`src/logic/bcw_map.svh`:
```
// offsets, field positions and reset values of the bridge header window registers
`ifndef BCW_MAP_SVH
`define BCW_MAP_SVH

// ****************************************
// register byte offsets
// ****************************************
`define BCW_OFF_PF_LOW 8'h24
`define BCW_OFF_PF_START_HI 8'h28
`define BCW_OFF_PF_END_HI 8'h2c
`define BCW_OFF_IO_HI 8'h30
`define BCW_OFF_CAP_PTR 8'h34
`define BCW_OFF_ROM_BASE 8'h38
`define BCW_OFF_IRQ_CTRL 8'h3c

// ****************************************
// field positions
// ****************************************
`define BCW_PF_START_CAP_LSB 0
`define BCW_PF_START_LSB 4
`define BCW_PF_END_CAP_LSB 16
`define BCW_PF_END_LSB 20
`define BCW_IO_START_LSB 0
`define BCW_IO_END_LSB 16
`define BCW_IRQ_LINE_LSB 0
`define BCW_IRQ_PIN_LSB 8
`define BCW_PARITY_RESP_BIT 16
`define BCW_SERR_FWD_BIT 17

// ****************************************
// reset and fixed values
// ****************************************
`define BCW_PF_ADDR64_CODE 4'h1
`define BCW_PF_FIELD_RST 12'h000
`define BCW_UPPER32_RST 32'h0000_0000
`define BCW_IO_UPPER_RST 16'h0000
`define BCW_CAP_PTR_NORMAL 8'h80
`define BCW_CAP_PTR_COMPAT 8'h90
`define BCW_ROM_BASE_VALUE 32'h0000_0000
`define BCW_IRQ_LINE_RST 8'h00
`define BCW_IRQ_PIN_VALUE 8'h01
`define BCW_CTRL_BIT_RST 1'h0
`define BCW_PF_END_LOW_FILL 20'hfffff
`define BCW_PF_START_LOW_FILL 20'h00000
`define BCW_IO_LOW_ZERO 16'h0000

`endif

```
`src/logic/bcw_pkg.sv`:
```
// types shared by the bridge header window register bank
package bcw_pkg;

  // register slot selected by a configuration access
  typedef enum logic [2:0] {
    BCW_SLOT_PF_LOW,
    BCW_SLOT_PF_START_HI,
    BCW_SLOT_PF_END_HI,
    BCW_SLOT_IO_HI,
    BCW_SLOT_CAP_PTR,
    BCW_SLOT_ROM_BASE,
    BCW_SLOT_IRQ_CTRL,
    BCW_SLOT_NONE
  } bcw_slot_e;

  typedef logic [31:0] bcw_word_t;

endpackage : bcw_pkg

```
`src/logic/bcw_field_reg.sv`:
```
// one writable register field with per-byte write enables
`timescale 1ns/10ps

module bcw_field_reg #(
  parameter int WIDTH = 8,
  parameter int LSB = 0,
  parameter logic [WIDTH-1:0] RESET_VALUE = '0
) (
  input wire logic clock,
  input wire logic rst_n,
  input wire logic write_hit,
  input wire logic [3:0] byte_en,
  input wire logic [31:0] wdata,
  output logic [WIDTH-1:0] field_reg
);

  // the field must sit inside one 32-bit configuration word, refused at elaboration
  if (WIDTH < 1 || LSB < 0 || LSB + WIDTH > 32)
  begin : g_bad_field
    $error("bcw_field_reg: field does not fit in a 32-bit word");
  end

  // ****************************************
  // per-bit storage
  // ****************************************
  genvar gi;
  generate
    for (gi = 0; gi < WIDTH; gi++)
    begin : g_bit
      // each bit follows the byte lane it lives in, so partial writes keep the rest
      always_ff @(posedge clock)
      begin
        if (!rst_n)
          field_reg[gi] <= RESET_VALUE[gi];
        else if (write_hit && byte_en[(LSB + gi) / 8])
          field_reg[gi] <= wdata[LSB + gi];
      end
    end
  endgenerate

endmodule : bcw_field_reg

```
`src/logic/bcw_window_regs.sv`:
```
// bridge header window registers: prefetch and I/O windows, pointers, irq and bridge control
`timescale 1ns/10ps
`include "bcw_map.svh"

module bcw_window_regs (
  input wire logic clock,
  input wire logic rst_n,
  // configuration access port
  input wire logic cfg_wr_en,
  input wire logic cfg_rd_en,
  input wire logic [7:0] cfg_addr,
  input wire logic [3:0] cfg_byte_en,
  input wire logic [31:0] cfg_wdata,
  output logic cfg_hit,
  output logic [31:0] cfg_rdata,
  output logic cfg_rd_valid,
  // compatibility setting pin and low halves of the I/O window
  input wire logic compat_mode_in,
  input wire logic [15:0] io_start_low_in,
  input wire logic [15:0] io_end_low_in,
  // secondary bus error events
  input wire logic secondary_system_error_in,
  input wire logic secondary_error_is_fatal,
  input wire logic secondary_parity_error,
  // window outputs for the address decode
  output logic [63:0] pf_window_start,
  output logic [63:0] pf_window_end,
  output logic [31:0] io_window_start,
  output logic [31:0] io_window_end,
  // bridge control effects
  output logic parity_response_enable,
  output logic secondary_parity_report,
  output logic err_fatal_msg_req,
  output logic err_nonfatal_msg_req,
  output logic [7:0] irq_routing_value
);

  // ****************************************
  // access decode
  // ****************************************
  bcw_pkg::bcw_slot_e slot;
  logic wr_pf_low;
  logic wr_pf_start_hi;
  logic wr_pf_end_hi;
  logic wr_io_hi;
  logic wr_irq_ctrl;

  // dword decode on the byte address; low two address bits are don't care
  always_comb
  begin
    case ({cfg_addr[7:2], 2'b00})
      `BCW_OFF_PF_LOW: slot = bcw_pkg::BCW_SLOT_PF_LOW;
      `BCW_OFF_PF_START_HI: slot = bcw_pkg::BCW_SLOT_PF_START_HI;
      `BCW_OFF_PF_END_HI: slot = bcw_pkg::BCW_SLOT_PF_END_HI;
      `BCW_OFF_IO_HI: slot = bcw_pkg::BCW_SLOT_IO_HI;
      `BCW_OFF_CAP_PTR: slot = bcw_pkg::BCW_SLOT_CAP_PTR;
      `BCW_OFF_ROM_BASE: slot = bcw_pkg::BCW_SLOT_ROM_BASE;
      `BCW_OFF_IRQ_CTRL: slot = bcw_pkg::BCW_SLOT_IRQ_CTRL;
      default: slot = bcw_pkg::BCW_SLOT_NONE;
    endcase
  end

  // hit tells the rest of the header whether this bank owns the offset
  assign cfg_hit = (slot != bcw_pkg::BCW_SLOT_NONE);

  // write strobes per register; read-only slots have none at all
  assign wr_pf_low = cfg_wr_en && (slot == bcw_pkg::BCW_SLOT_PF_LOW);
  assign wr_pf_start_hi = cfg_wr_en && (slot == bcw_pkg::BCW_SLOT_PF_START_HI);
  assign wr_pf_end_hi = cfg_wr_en && (slot == bcw_pkg::BCW_SLOT_PF_END_HI);
  assign wr_io_hi = cfg_wr_en && (slot == bcw_pkg::BCW_SLOT_IO_HI);
  assign wr_irq_ctrl = cfg_wr_en && (slot == bcw_pkg::BCW_SLOT_IRQ_CTRL);

  // ****************************************
  // prefetchable window, low word
  // ****************************************
  logic [11:0] pf_start_field_reg;
  logic [11:0] pf_end_field_reg;

  // start address bits 31:20 live in register bits 15:4
  bcw_field_reg #(
    .WIDTH(12),
    .LSB(`BCW_PF_START_LSB),
    .RESET_VALUE(`BCW_PF_FIELD_RST)
  ) u_pf_start_field (
    .clock(clock),
    .rst_n(rst_n),
    .write_hit(wr_pf_low),
    .byte_en(cfg_byte_en),
    .wdata(cfg_wdata),
    .field_reg(pf_start_field_reg)
  );

  // end address bits 31:20 live in register bits 31:20
  bcw_field_reg #(
    .WIDTH(12),
    .LSB(`BCW_PF_END_LSB),
    .RESET_VALUE(`BCW_PF_FIELD_RST)
  ) u_pf_end_field (
    .clock(clock),
    .rst_n(rst_n),
    .write_hit(wr_pf_low),
    .byte_en(cfg_byte_en),
    .wdata(cfg_wdata),
    .field_reg(pf_end_field_reg)
  );

  // ****************************************
  // prefetchable window, upper words
  // ****************************************
  logic [31:0] pf_start_high_reg;
  logic [31:0] pf_end_high_reg;

  bcw_field_reg #(
    .WIDTH(32),
    .LSB(0),
    .RESET_VALUE(`BCW_UPPER32_RST)
  ) u_pf_start_high (
    .clock(clock),
    .rst_n(rst_n),
    .write_hit(wr_pf_start_hi),
    .byte_en(cfg_byte_en),
    .wdata(cfg_wdata),
    .field_reg(pf_start_high_reg)
  );

  bcw_field_reg #(
    .WIDTH(32),
    .LSB(0),
    .RESET_VALUE(`BCW_UPPER32_RST)
  ) u_pf_end_high (
    .clock(clock),
    .rst_n(rst_n),
    .write_hit(wr_pf_end_hi),
    .byte_en(cfg_byte_en),
    .wdata(cfg_wdata),
    .field_reg(pf_end_high_reg)
  );

  // ****************************************
  // I/O window, upper halves
  // ****************************************
  logic [15:0] io_start_high_reg;
  logic [15:0] io_end_high_reg;

  bcw_field_reg #(
    .WIDTH(16),
    .LSB(`BCW_IO_START_LSB),
    .RESET_VALUE(`BCW_IO_UPPER_RST)
  ) u_io_start_high (
    .clock(clock),
    .rst_n(rst_n),
    .write_hit(wr_io_hi),
    .byte_en(cfg_byte_en),
    .wdata(cfg_wdata),
    .field_reg(io_start_high_reg)
  );

  bcw_field_reg #(
    .WIDTH(16),
    .LSB(`BCW_IO_END_LSB),
    .RESET_VALUE(`BCW_IO_UPPER_RST)
  ) u_io_end_high (
    .clock(clock),
    .rst_n(rst_n),
    .write_hit(wr_io_hi),
    .byte_en(cfg_byte_en),
    .wdata(cfg_wdata),
    .field_reg(io_end_high_reg)
  );

  // ****************************************
  // interrupt routing byte and bridge control
  // ****************************************
  logic [7:0] irq_line_reg;
  logic [1:0] bridge_ctrl_reg;

  // routing byte is written by software and driven out on irq_routing_value
  bcw_field_reg #(
    .WIDTH(8),
    .LSB(`BCW_IRQ_LINE_LSB),
    .RESET_VALUE(`BCW_IRQ_LINE_RST)
  ) u_irq_line (
    .clock(clock),
    .rst_n(rst_n),
    .write_hit(wr_irq_ctrl),
    .byte_en(cfg_byte_en),
    .wdata(cfg_wdata),
    .field_reg(irq_line_reg)
  );

  // bit 0 is parity response enable, bit 1 is system error forwarding enable
  bcw_field_reg #(
    .WIDTH(2),
    .LSB(`BCW_PARITY_RESP_BIT),
    .RESET_VALUE({`BCW_CTRL_BIT_RST, `BCW_CTRL_BIT_RST})
  ) u_bridge_ctrl (
    .clock(clock),
    .rst_n(rst_n),
    .write_hit(wr_irq_ctrl),
    .byte_en(cfg_byte_en),
    .wdata(cfg_wdata),
    .field_reg(bridge_ctrl_reg)
  );

  assign irq_routing_value = irq_line_reg;
  assign parity_response_enable = bridge_ctrl_reg[0];

  // ****************************************
  // compatibility setting synchroniser
  // ****************************************
  logic [2:0] compat_sync_reg;
  logic compat_mode_reg;

  // pin is asynchronous to the bridge clock
  always_ff @(posedge clock)
  begin
    if (!rst_n)
      compat_sync_reg <= 3'h0;
    else
      compat_sync_reg <= {compat_sync_reg[1:0], compat_mode_in};
  end

  // accept a change only once stages two and three agree, so a one-sample glitch never flips it
  always_ff @(posedge clock)
  begin
    if (!rst_n)
      compat_mode_reg <= 1'b0;
    else if (compat_sync_reg[1] == compat_sync_reg[2])
      compat_mode_reg <= compat_sync_reg[2];
  end

  // ****************************************
  // secondary system error forwarding
  // ****************************************
  logic [2:0] serr_sync_reg;
  logic serr_level_reg;
  logic serr_fwd_next;

  // the error input is a pin; it is active high once it reaches this block
  always_ff @(posedge clock)
  begin
    if (!rst_n)
      serr_sync_reg <= 3'h0;
    else
      serr_sync_reg <= {serr_sync_reg[1:0], secondary_system_error_in};
  end

  // filtered level of the error pin
  always_ff @(posedge clock)
  begin
    if (!rst_n)
      serr_level_reg <= 1'b0;
    else if (serr_sync_reg[1] == serr_sync_reg[2])
      serr_level_reg <= serr_sync_reg[2];
  end

  // one message per assertion: a held error pin does not flood the upstream link
  assign serr_fwd_next = serr_sync_reg[1] && serr_sync_reg[2] && !serr_level_reg &&
    bridge_ctrl_reg[1];

  // message requests are one-cycle pulses, severity chosen by the error source
  always_ff @(posedge clock)
  begin
    if (!rst_n)
    begin
      err_fatal_msg_req <= 1'b0;
      err_nonfatal_msg_req <= 1'b0;
    end
    else
    begin
      err_fatal_msg_req <= serr_fwd_next && secondary_error_is_fatal;
      err_nonfatal_msg_req <= serr_fwd_next && !secondary_error_is_fatal;
    end
  end

  // ****************************************
  // secondary parity error response
  // ****************************************
  // with the enable clear, detected parity errors are simply dropped
  always_ff @(posedge clock)
  begin
    if (!rst_n)
      secondary_parity_report <= 1'b0;
    else
      secondary_parity_report <= secondary_parity_error && bridge_ctrl_reg[0];
  end

  // ****************************************
  // window address assembly
  // ****************************************
  // writable bits of the outputs come straight from the field flops, so decode sees writes one cycle later
  assign pf_window_start = {pf_start_high_reg, pf_start_field_reg,
    `BCW_PF_START_LOW_FILL};
  assign pf_window_end = {pf_end_high_reg, pf_end_field_reg,
    `BCW_PF_END_LOW_FILL};
  assign io_window_start = {io_start_high_reg, io_start_low_in};
  assign io_window_end = {io_end_high_reg, io_end_low_in};

  // ****************************************
  // read data
  // ****************************************
  bcw_pkg::bcw_word_t rdata_next;

  // reserved bits and unmapped offsets read as zero
  always_comb
  begin
    rdata_next = 32'h0000_0000;
    case (slot)
      bcw_pkg::BCW_SLOT_PF_LOW:
      begin
        rdata_next[`BCW_PF_START_CAP_LSB +: 4] = `BCW_PF_ADDR64_CODE;
        rdata_next[`BCW_PF_START_LSB +: 12] = pf_start_field_reg;
        rdata_next[`BCW_PF_END_CAP_LSB +: 4] = `BCW_PF_ADDR64_CODE;
        rdata_next[`BCW_PF_END_LSB +: 12] = pf_end_field_reg;
      end
      bcw_pkg::BCW_SLOT_PF_START_HI: rdata_next = pf_start_high_reg;
      bcw_pkg::BCW_SLOT_PF_END_HI: rdata_next = pf_end_high_reg;
      bcw_pkg::BCW_SLOT_IO_HI:
      begin
        rdata_next[`BCW_IO_START_LSB +: 16] = io_start_high_reg;
        rdata_next[`BCW_IO_END_LSB +: 16] = io_end_high_reg;
      end
      bcw_pkg::BCW_SLOT_CAP_PTR:
      begin
        // compatibility setting skips the PCI-X capability in the list
        rdata_next[7:0] = compat_mode_reg ? `BCW_CAP_PTR_COMPAT : `BCW_CAP_PTR_NORMAL;
      end
      bcw_pkg::BCW_SLOT_ROM_BASE: rdata_next = `BCW_ROM_BASE_VALUE;
      bcw_pkg::BCW_SLOT_IRQ_CTRL:
      begin
        rdata_next[`BCW_IRQ_LINE_LSB +: 8] = irq_line_reg;
        rdata_next[`BCW_IRQ_PIN_LSB +: 8] = `BCW_IRQ_PIN_VALUE;
        rdata_next[`BCW_PARITY_RESP_BIT +: 2] = bridge_ctrl_reg;
      end
      default: rdata_next = 32'h0000_0000;
    endcase
  end

  // read data is registered and qualified by a one-cycle valid
  always_ff @(posedge clock)
  begin
    if (!rst_n)
      cfg_rdata <= 32'h0000_0000;
    else if (cfg_rd_en)
      cfg_rdata <= rdata_next;
  end

  always_ff @(posedge clock)
  begin
    if (!rst_n)
      cfg_rd_valid <= 1'b0;
    else
      cfg_rd_valid <= cfg_rd_en;
  end

endmodule : bcw_window_regs

```
`config.mk`:
```
export PLATFORM = sky130hd
export DESIGN_NAME = bcw_window_regs
export DESIGN_NICKNAME = d
export VERILOG_FILES = /design/src/logic/bcw_pkg.sv /design/src/logic/bcw_field_reg.sv /design/src/logic/bcw_window_regs.sv
export VERILOG_INCLUDE_DIRS = /design/src /design/src/logic
export SDC_FILE = /design/constraint.sdc
export NUM_CORES = 1
export LEC_CHECK = 0
export BUFFER_PORTS_ARGS = -buffer_cell sky130_fd_sc_hd__buf_2
export CORE_MARGIN = 5
export CORE_UTILIZATION = 53
export DETAILED_ROUTE_END_ITERATION = 10
export GPL_ROUTABILITY_DRIVEN = 0
export HOLD_SLACK_MARGIN = 0.12
export PLACE_DENSITY = 0.95
export SETUP_SLACK_MARGIN = 0.02
export SLEW_MARGIN = 10
export SYNTH_ARGS = -nofsm -noshare
export SYNTH_HDL_FRONTEND = slang
export SYNTH_SLANG_ARGS = --single-unit
```
`constraint.sdc`:
```
create_clock -name clock -period 4 [get_ports clock]
set_input_delay 0.6 -clock clock [delete_from_list [all_inputs] [get_ports clock]]
set_output_delay 0.6 -clock clock [all_outputs]
set_load 0.01 [all_outputs]
```
==> results.rst, run 1 <==
.. list-table::
   :header-rows: 1

   * - Metric
     - Value
   * - Buf+Inv Stages, Crit Path
     - 2
   * - Worst hold margin
     - 0.402 ns
   * - Worst setup EP type
     - flop
   * - Worst-skew pair later-pin latency
     - 0.42 ns
   * - Number of nets still failing antenna checks after routing
     - 0
   * - Wire length of the first global-routing pass
     - 36800 µm
   * - Yosys top cell by area
     - sky130_fd_sc_hd__dfxtp_1
   * - Row count
     - 45
   * - DRC violation count after routing
     - 0
   * - Time the worst path needs with I/O delays and setup
     - 2.53 ns
   * - Post-route clock skew
     - 0.00688 ns
   * - Cells taking the most area after synthesis
     - sky130_fd_sc_hd__dfxtp_1 (43%), sky130_fd_sc_hd__mux2i_1 (17%), sky130_fd_sc_hd__nor2b_1 (11%), sky130_fd_sc_hd__buf_4 (6.6%), sky130_fd_sc_hd__and3_1 (4.9%)
   * - TritonCTS clock tree
     - yes
   * - Busiest metal layer after global routing
     - met2
   * - Post-synthesis cell type count
     - 51
   * - Number of clock sinks
     - 174
   * - DIE AREA
     - ~18000 µm²
   * - Width of the die
     - 134 µm
   * - Number of global-route vias before repair
     - 6604
   * - Vertical die dimension
     - ~130 µm
   * - Global routing usage on met3
     - 0.0739
   * - Critical-path top delay cell
     - sky130_fd_sc_hd__or4b_1
   * - Share of synthesized registers carrying an async set or reset
     - 0
   * - Setup-violating endpoint count in the final report
     - 0
   * - Peak VDD IR
     - 0.302 mV
   * - Root Buffer
     - sky130_fd_sc_hd__clkbuf_16
   * - Pin count of the biggest net entering global routing
     - about 130
   * - Slack of the critical path
     - 1.47 ns
   * - Final worst-path cycle share
     - 0.632
   * - Placement Setup Slack
     - 1.04 ns
   * - Setup repair after global routing missed its margin
     - false
   * - Design area
     - about 9600 µm²
   * - Fin. Hold Viols
     - 0
   * - Combinational family with the most area after synthesis
     - simple AND/OR/NAND/NOR gates
   * - Top flip-flop cell by instance count after synthesis
     - sky130_fd_sc_hd__dfxtp_1
   * - Area of the multi-input gates
     - 4130 µm²
   * - Cell area after synthesis
     - roughly 8000 µm²
   * - Fraction of synthesized area in multiplexers
     - 0.166
   * - Final wirelength
     - 24600 µm
   * - Max-Cap Viols
     - 0
   * - Initial Util
     - 0.540
   * - Maximum frequency from static timing analysis
     - between 300 and 400 MHz
   * - Cell breakdown of the critical path
     - buf_2, or4b_1, buf_4, nor3_4, mux2i_1, nor2b_1
   * - Final slew viol count
     - 0
   * - Area share of and/or/nand/nor cells after synthesis
     - 0.238
   * - Syn Inst Count
     - a little over 800
   * - Post-Synthesis Mean Instance Area
     - 9.98 µm²
   * - Power per Cell Area
     - 386 nW/µm²
   * - Post-layout net count
     - 1068
   * - Total instance count after detailed placement
     - 1152
   * - Actual transition at the worst max-transition pin
     - roughly 1.2 ns
   * - Detailed-routing iteration count for the pre-antenna-repair pass
     - 5
   * - Placed Instance Area
     - approximately 9000 µm²
   * - Highest cell delay on the worst timing path
     - 0.81 ns
   * - Global Route met2 Usage
     - 0.436
   * - Clock buffer depth
     - 2
   * - Routed length per instance
     - around 21 µm
   * - IO Port Bufs
     - 215
   * - Most common cell in the netlist
     - sky130_fd_sc_hd__dfxtp_1
   * - Arrival time of data at the critical path endpoint
     - 2.84 ns
   * - Fraction of the yosys area taken by sequential cells
     - 0.426
   * - Startpoint types
     - input port
   * - Tightest slew margin relative to the limit
     - 0.172
   * - Vias after detailed routing
     - ~6700
   * - Power consumption
     - 3.72 mW
   * - TritonCTS buffer count
     - 17
   * - Routed via count divided by cell count
     - 5.61
   * - Non-filler cells, final
     - between 1000 and 1500
   * - Signed area change from the synthesized netlist to the final layout
     - 17.8%
   * - CTS-repair resized insts
     - 0
   * - Filler instances
     - 1217
   * - Initial antenna violation count
     - 2
   * - Top post-synthesis cells by count
     - sky130_fd_sc_hd__dfxtp_1 (174), sky130_fd_sc_hd__nor2b_1 (139), sky130_fd_sc_hd__mux2i_1 (136)
   * - Kind of cell adding the most delay to the critical path
     - simple AND/OR/NAND/NOR gates
   * - Number of primary I/O pins
     - 322
   * - Synth Register Bits
     - 174
   * - First-iteration detailed-routing DRC count
     - around 380
   * - Core area
     - 15100 µm²
   * - Total global-route track usage
     - 0.262
   * - Hold WC Path Type
     - in -> reg
   * - Quantity of hold-fixing buffers added after cts
     - 0
   * - Dpl hpwl
     - 16900 µm
   * - Fraction of final layout cells sized beyond drive strength 1
     - 0.285
   * - Req. time, crit path
     - roughly 4.3 ns
   * - Count of flip-flops with a built-in enable after synthesis
     - 0
   * - Category of the most critical setup path
     - in -> reg
   * - Met1 demand-to-capacity share in global routing
     - 0.316
   * - Maximum fanout along the worst path
     - 12
   * - Yosys top cell area share
     - 0.426
   * - Clock input transition at the sequential cells of the worst setup and hold paths
     - 0.07 ns
   * - Leftover overflow at the end of global routing
     - 0
   * - Post-CTS setup-driven buffer insertion count
     - 0
   * - Area share of xor/xnor cells in the synthesized design
     - 0.00107
   * - Fraction of the mapped netlist area in compound gates
     - 0.0757
   * - Register area
     - 3480 µm²
   * - Post-layout utilization of the core
     - 0.636
   * - Number of H-tree levels
     - 4
   * - Result of the run
     - completed
   * - Share of synthesized cell area in full adder, half adder and majority cells
     - 0.00153
   * - Leakage power of the design
     - 4.16 nW
   * - Total negative slack
     - 0 ns
   * - Count of yosys warnings during synthesis
     - 0
per-layer routing:
layer	up-vias	share of wire
met5	-	0.00053
met4	2	0.031
met3	72	0.075
met2	313	0.49
met1	3179	0.40
li1	3086	-
where the power goes:
part	switching, mW	leakage, nW	total [mW]	internal, mW
sequential	0.00380	1.40	1.74	1.74
clock	0.738	0.307	1.77	1.03
combinational	0.145	2.46	0.211	0.0656
worst paths after layout:
kind | start | end | slack [ns] | cells after the start
worst min register to register | cfg_rdata[11]$_SDFFE_PN0P_ | cfg_rdata[11]$_SDFFE_PN0P_ | 0.45 | 2
worst min-delay path | compat_mode_in | compat_sync_reg[0]$_SDFF_PN0_ | 0.40 | 2
worst max-delay path | cfg_addr[4] | u_pf_start_high.field_reg[31]$_SDFFE_PN0P_ | 1.47 | 6
worst max register to register | u_pf_start_field.field_reg[4]$_SDFFE_PN0P_ | cfg_rdata[8]$_SDFFE_PN0P_ | 2.77 | 4
layout make-up:
cell class,count,share of cell area
Antenna cell,1,0.000260
Sequential cell,174,0.362
Clock inverter,13,0.0182
Clock buffer,19,0.0470
Tap cell,188,0.0244
Multi-Input combinational cell,564,0.429
Inverter,1,0.000390
Timing Repair Buffer,225,0.119
worst register-to-register path, stage by stage, from the launching register on:
cell                      delay (ns)
sky130_fd_sc_hd__dfxtp_1        0.37
sky130_fd_sc_hd__or3b_2         0.46
sky130_fd_sc_hd__nand3_1        0.10
sky130_fd_sc_hd__a22oi_1        0.07
sky130_fd_sc_hd__o21ai_0        0.15
layout by cell type (no fill, tap or decap), types with 2 or more instances in the layout:
master,n
sky130_fd_sc_hd__a211oi_1,8
sky130_fd_sc_hd__a221oi_1,3
sky130_fd_sc_hd__a22o_1,13
sky130_fd_sc_hd__a22oi_1,8
sky130_fd_sc_hd__a2bb2oi_1,3
sky130_fd_sc_hd__a32oi_1,7
sky130_fd_sc_hd__and2_1,8
sky130_fd_sc_hd__and3_1,64
sky130_fd_sc_hd__buf_2,215
sky130_fd_sc_hd__buf_4,10
sky130_fd_sc_hd__bufinv_16,3
sky130_fd_sc_hd__clkbuf_16,17
sky130_fd_sc_hd__clkbuf_8,2
sky130_fd_sc_hd__clkinv_4,3
sky130_fd_sc_hd__conb_1,40
sky130_fd_sc_hd__dfxtp_1,174
sky130_fd_sc_hd__inv_6,4
sky130_fd_sc_hd__mux2i_1,136
sky130_fd_sc_hd__nand2_1,37
sky130_fd_sc_hd__nand2b_1,2
sky130_fd_sc_hd__nand3_1,4
sky130_fd_sc_hd__nor2_1,4
sky130_fd_sc_hd__nor2b_1,136
sky130_fd_sc_hd__nor2b_2,3
sky130_fd_sc_hd__nor3_1,2
sky130_fd_sc_hd__nor3_2,2
sky130_fd_sc_hd__nor3_4,15
sky130_fd_sc_hd__nor4_1,12
sky130_fd_sc_hd__o21a_1,3
sky130_fd_sc_hd__o21ai_0,29
sky130_fd_sc_hd__o221ai_1,2
sky130_fd_sc_hd__o311a_1,2
logic make-up after synthesis:
kind of cell / after synthesis
AND/OR/NAND/NOR: 300
flip-flops: 174
multiplexers: 136
buffers and inverters: 120
AO/OA/AOI/OAI: 86
other: 2
adder cells (fa/ha/maj): 1
XOR/XNOR: 1
No activity file was read; power rests on OpenSTA's default activity.
==> inputs of run 2 (changes only) <==
--- a/config.mk
+++ b/config.mk
@@ -8,11 +8,11 @@
 export LEC_CHECK = 0
 export BUFFER_PORTS_ARGS = -buffer_cell sky130_fd_sc_hd__buf_2
 export CORE_MARGIN = 5
-export CORE_UTILIZATION = 53
+export CORE_UTILIZATION = 44
 export DETAILED_ROUTE_END_ITERATION = 10
 export GPL_ROUTABILITY_DRIVEN = 0
 export HOLD_SLACK_MARGIN = 0.12
-export PLACE_DENSITY = 0.95
+export PLACE_DENSITY = 0.88
 export SETUP_SLACK_MARGIN = 0.02
 export SLEW_MARGIN = 10
 export SYNTH_ARGS = -nofsm -noshare
==> constraint.sdc (replaced) <==
create_clock -name clock -period 2.2 [get_ports clock]
set_input_delay 0.33 -clock clock [delete_from_list [all_inputs] [get_ports clock]]
set_output_delay 0.33 -clock clock [all_outputs]
set_load 0.01 [all_outputs]
==> results.rst, run 2 (synthesized netlist as in run 1, its figures left out) <==
.. list-table::
   :header-rows: 1

   * - Metric
     - Value
   * - Number of primary I/O pins
     - 322 (unchanged)
   * - Fin. Hold Viols
     - 0 (unchanged)
   * - Logic pwr share
     - 0.062 (was 0.057)
   * - Power consumption
     - 6.59 mW (was 3.72 mW)
   * - Signed area change from the synthesized netlist to the final layout
     - 22.6% (was 17.8%)
   * - Initial Util
     - 0.451 (was 0.540)
   * - Non-filler cells, final
     - 1259 (was 1185)
   * - Worst-skew pair later-pin latency
     - 0.42 ns (about the same)
   * - Req. time, crit path
     - 2.52 ns (was 4.31 ns)
   * - Arrival time of data at the critical path endpoint
     - 2.17 ns (was 2.84 ns)
   * - Leakage power of the design
     - 4.35 nW (was 4.16 nW)
   * - Tightest slew margin relative to the limit
     - 0.131 (was 0.172)
   * - Time the worst path needs with I/O delays and setup
     - between 1.5 and 2 ns
   * - Number of clock sinks
     - 174 (unchanged)
   * - TritonCTS buffer count
     - 17 (unchanged)
   * - Number of antenna cells inserted
     - 0 (was 1)
   * - IO Port Bufs
     - 215 (unchanged)
   * - Result of the run
     - completed (unchanged)
   * - Leftover overflow at the end of global routing
     - 0 (unchanged)
   * - Design area
     - 10000 µm² (was 9630 µm²)
   * - Setup-violating endpoint count in the final report
     - 0 (unchanged)
   * - Pin count of the biggest net entering global routing
     - 138 (was 129)
   * - Total negative slack
     - 0 ns (unchanged)
   * - Vertical die dimension
     - 146 µm (was 134 µm)
   * - Routed via count divided by cell count
     - 5.35 (was 5.61)
   * - Core area
     - 18100 µm² (was 15100 µm²)
   * - CTS-repair resized insts
     - 0 (unchanged)
   * - Clock input transition at the sequential cells of the worst setup and hold paths
     - 0.07 ns (about the same)
   * - Cell internal pwr
     - 5.04 mW (was 2.84 mW)
   * - Total instance count after detailed placement
     - 1226 (was 1152)
   * - Power per Cell Area
     - 658 nW/µm² (was 386 nW/µm²)
   * - Number of H-tree levels
     - 4 (unchanged)
   * - Switching power of the nets
     - 1.55 mW (was 0.887 mW)
   * - Post-route clock skew
     - 0.00999 ns (was 0.00688 ns)
   * - Category of the most critical setup path
     - in -> reg (unchanged)
   * - Startpoint types
     - input port (unchanged)
   * - Fraction of power consumed by sequential logic
     - 0.480 (was 0.468)
   * - Fraction of final layout cells sized beyond drive strength 1
     - 0.306 (was 0.285)
   * - Number of nets still failing antenna checks after routing
     - 0 (unchanged)
   * - Filler instances
     - 1597 (was 1217)
   * - Switching Share
     - 0.236 (was 0.238)
   * - Max-Cap Viols
     - 0 (unchanged)
   * - Final slew viol count
     - 0 (unchanged)
   * - Proportion of power drawn by the clock network
     - 0.458 (was 0.476)
   * - Leading cell type in the layout, fill and taps excluded
     - sky130_fd_sc_hd__buf_2 (unchanged)
   * - Most frequent cells in the layout
     - sky130_fd_sc_hd__buf_2 (214), sky130_fd_sc_hd__dfxtp_1 (174), sky130_fd_sc_hd__mux2i_1 (136), sky130_fd_sc_hd__nor2b_1 (136), sky130_fd_sc_hd__and3_1 (64) (was sky130_fd_sc_hd__buf_2 (215), sky130_fd_sc_hd__dfxtp_1 (174), sky130_fd_sc_hd__mux2i_1 (136), sky130_fd_sc_hd__nor2b_1 (136), sky130_fd_sc_hd__and3_1 (64))
   * - Row count
     - 49 (was 45)
   * - Clock buffer depth
     - 2 (unchanged)
   * - Dpl hpwl
     - 17700 µm (was 16900 µm)
   * - DIE AREA
     - 21400 µm² (was 18000 µm²)
   * - Initial antenna violation count
     - 2 (unchanged)
   * - Root Buffer
     - sky130_fd_sc_hd__clkbuf_16 (unchanged)
   * - Setup repair after global routing missed its margin
     - false (unchanged)
   * - Maximum frequency from static timing analysis
     - roughly 540 MHz
   * - Routed length per instance
     - 19.7 µm (was 20.8 µm)
   * - Number of global-route vias before repair
     - 6759 (was 6604)
   * - Final wirelength
     - 24800 µm (was 24600 µm)
   * - TritonCTS clock tree
     - yes (unchanged)
   * - DRC violation count after routing
     - 0 (unchanged)
   * - Width of the die
     - 146 µm (was 134 µm)
   * - Vias after detailed routing
     - 6732 (was 6652)
   * - Wire length of the first global-routing pass
     - 37900 µm (was 36800 µm)
   * - Maximum fanout along the worst path
     - 19 (was 12)
   * - Detailed-routing iteration count for the pre-antenna-repair pass
     - 6 (was 5)
   * - Peak VDD IR
     - 0.487 mV (was 0.302 mV)
   * - Total global-route track usage
     - 0.222 (was 0.262)
   * - Hold WC Path Type
     - in -> reg (unchanged)
   * - Final worst-path cycle share
     - 0.842
   * - Placed Instance Area
     - 9420 µm² (was 9000 µm²)
   * - Worst setup EP type
     - flop (unchanged)
   * - First-iteration detailed-routing DRC count
     - 368 (was 379)
   * - Actual transition at the worst max-transition pin
     - 1.30 ns (was 1.23 ns)
   * - Worst hold margin
     - 0.170 ns (was 0.402 ns)
   * - Post-layout net count
     - 1103 (was 1068)
==> run 2: cell count changes in the layout (fill, tap and decap cells not counted), sizes merged, moves of 2 or more <==
cell | before | now
inv | 6 | 4
dlygate4sd3 | 0 | 2
clkinvlp | 1 | 3
buf | 225 | 258
==> run 2: final cells by class <==
cell class,instances,area (µm²),share of cell area
Multi-Input combinational cell,564,4130,0.412
Sequential cell,174,3480,0.347
Timing Repair Buffer,260,1530,0.153
Clock buffer,20,457,0.0456
Tap cell,229,287,0.0286
Clock inverter,11,131,0.0131
Inverter,1,3.75,0.000374
==> run 2: through the flow <==
stage | setup slack, ns | util
finish | 0.348 | 0.552
global route | 0.297 | 0.552
CTS | 0.452 | 0.552
detailed placement | 0.0203 | 0.519
global placement | 0.112 | 0.519
floorplan | 0.232 | -
==> run 2: final timing paths <==
path	slack (ns)	from	cells after the start	to
setup / recovery	0.35	cfg_addr[3]	5	cfg_rdata[14]$_SDFFE_PN0P_
setup reg to reg	1.00	u_pf_start_field.field_reg[4]$_SDFFE_PN0P_	4	cfg_rdata[8]$_SDFFE_PN0P_
hold / removal	0.17	secondary_parity_error	2	secondary_parity_report$_SDFF_PN0_
hold reg to reg	0.45	cfg_rdata[22]$_SDFFE_PN0P_	2	cfg_rdata[22]$_SDFFE_PN0P_
==> run 2: repair_timing <==
| item | 4_1_cts | 5_1_grt |
|---|---|---|
| hold buffers | 2 | 0 |
| setup buffers | 0 | 0 |
| endpoints found under the hold margin | 2 | 0 |
==> run 2: critical path, stage by stage <==
cell and delay (ns):
sky130_fd_sc_hd__buf_2 0.31, sky130_fd_sc_hd__nor2b_2 1.00, sky130_fd_sc_hd__a22o_1 0.27, sky130_fd_sc_hd__a211oi_1 0.06, sky130_fd_sc_hd__o21ai_0 0.18
==> run 2: power groups by stage <==
stage	clock [mW]	combinational, mW	sequential [mW]
detailed placement	0	0.395	3.24
CTS	3.06	0.399	3.17
global route	3.22	0.434	3.17
floorplan	0	0.329	3.24
global placement	0	0.390	3.24
finish	3.02	0.407	3.17
==> run 2: routing by layer <==
| layer | up-vias | routed length, µm | GRT usage |
|---|---|---|---|
| met5 | - | 27 | 0 |
| met4 | 4 | 807 | 0.0908 |
| met3 | 69 | 1720 | 0.0567 |
| met2 | 297 | 12000 | 0.376 |
| met1 | 3210 | 10300 | 0.270 |
| li1 | 3152 | - | - |
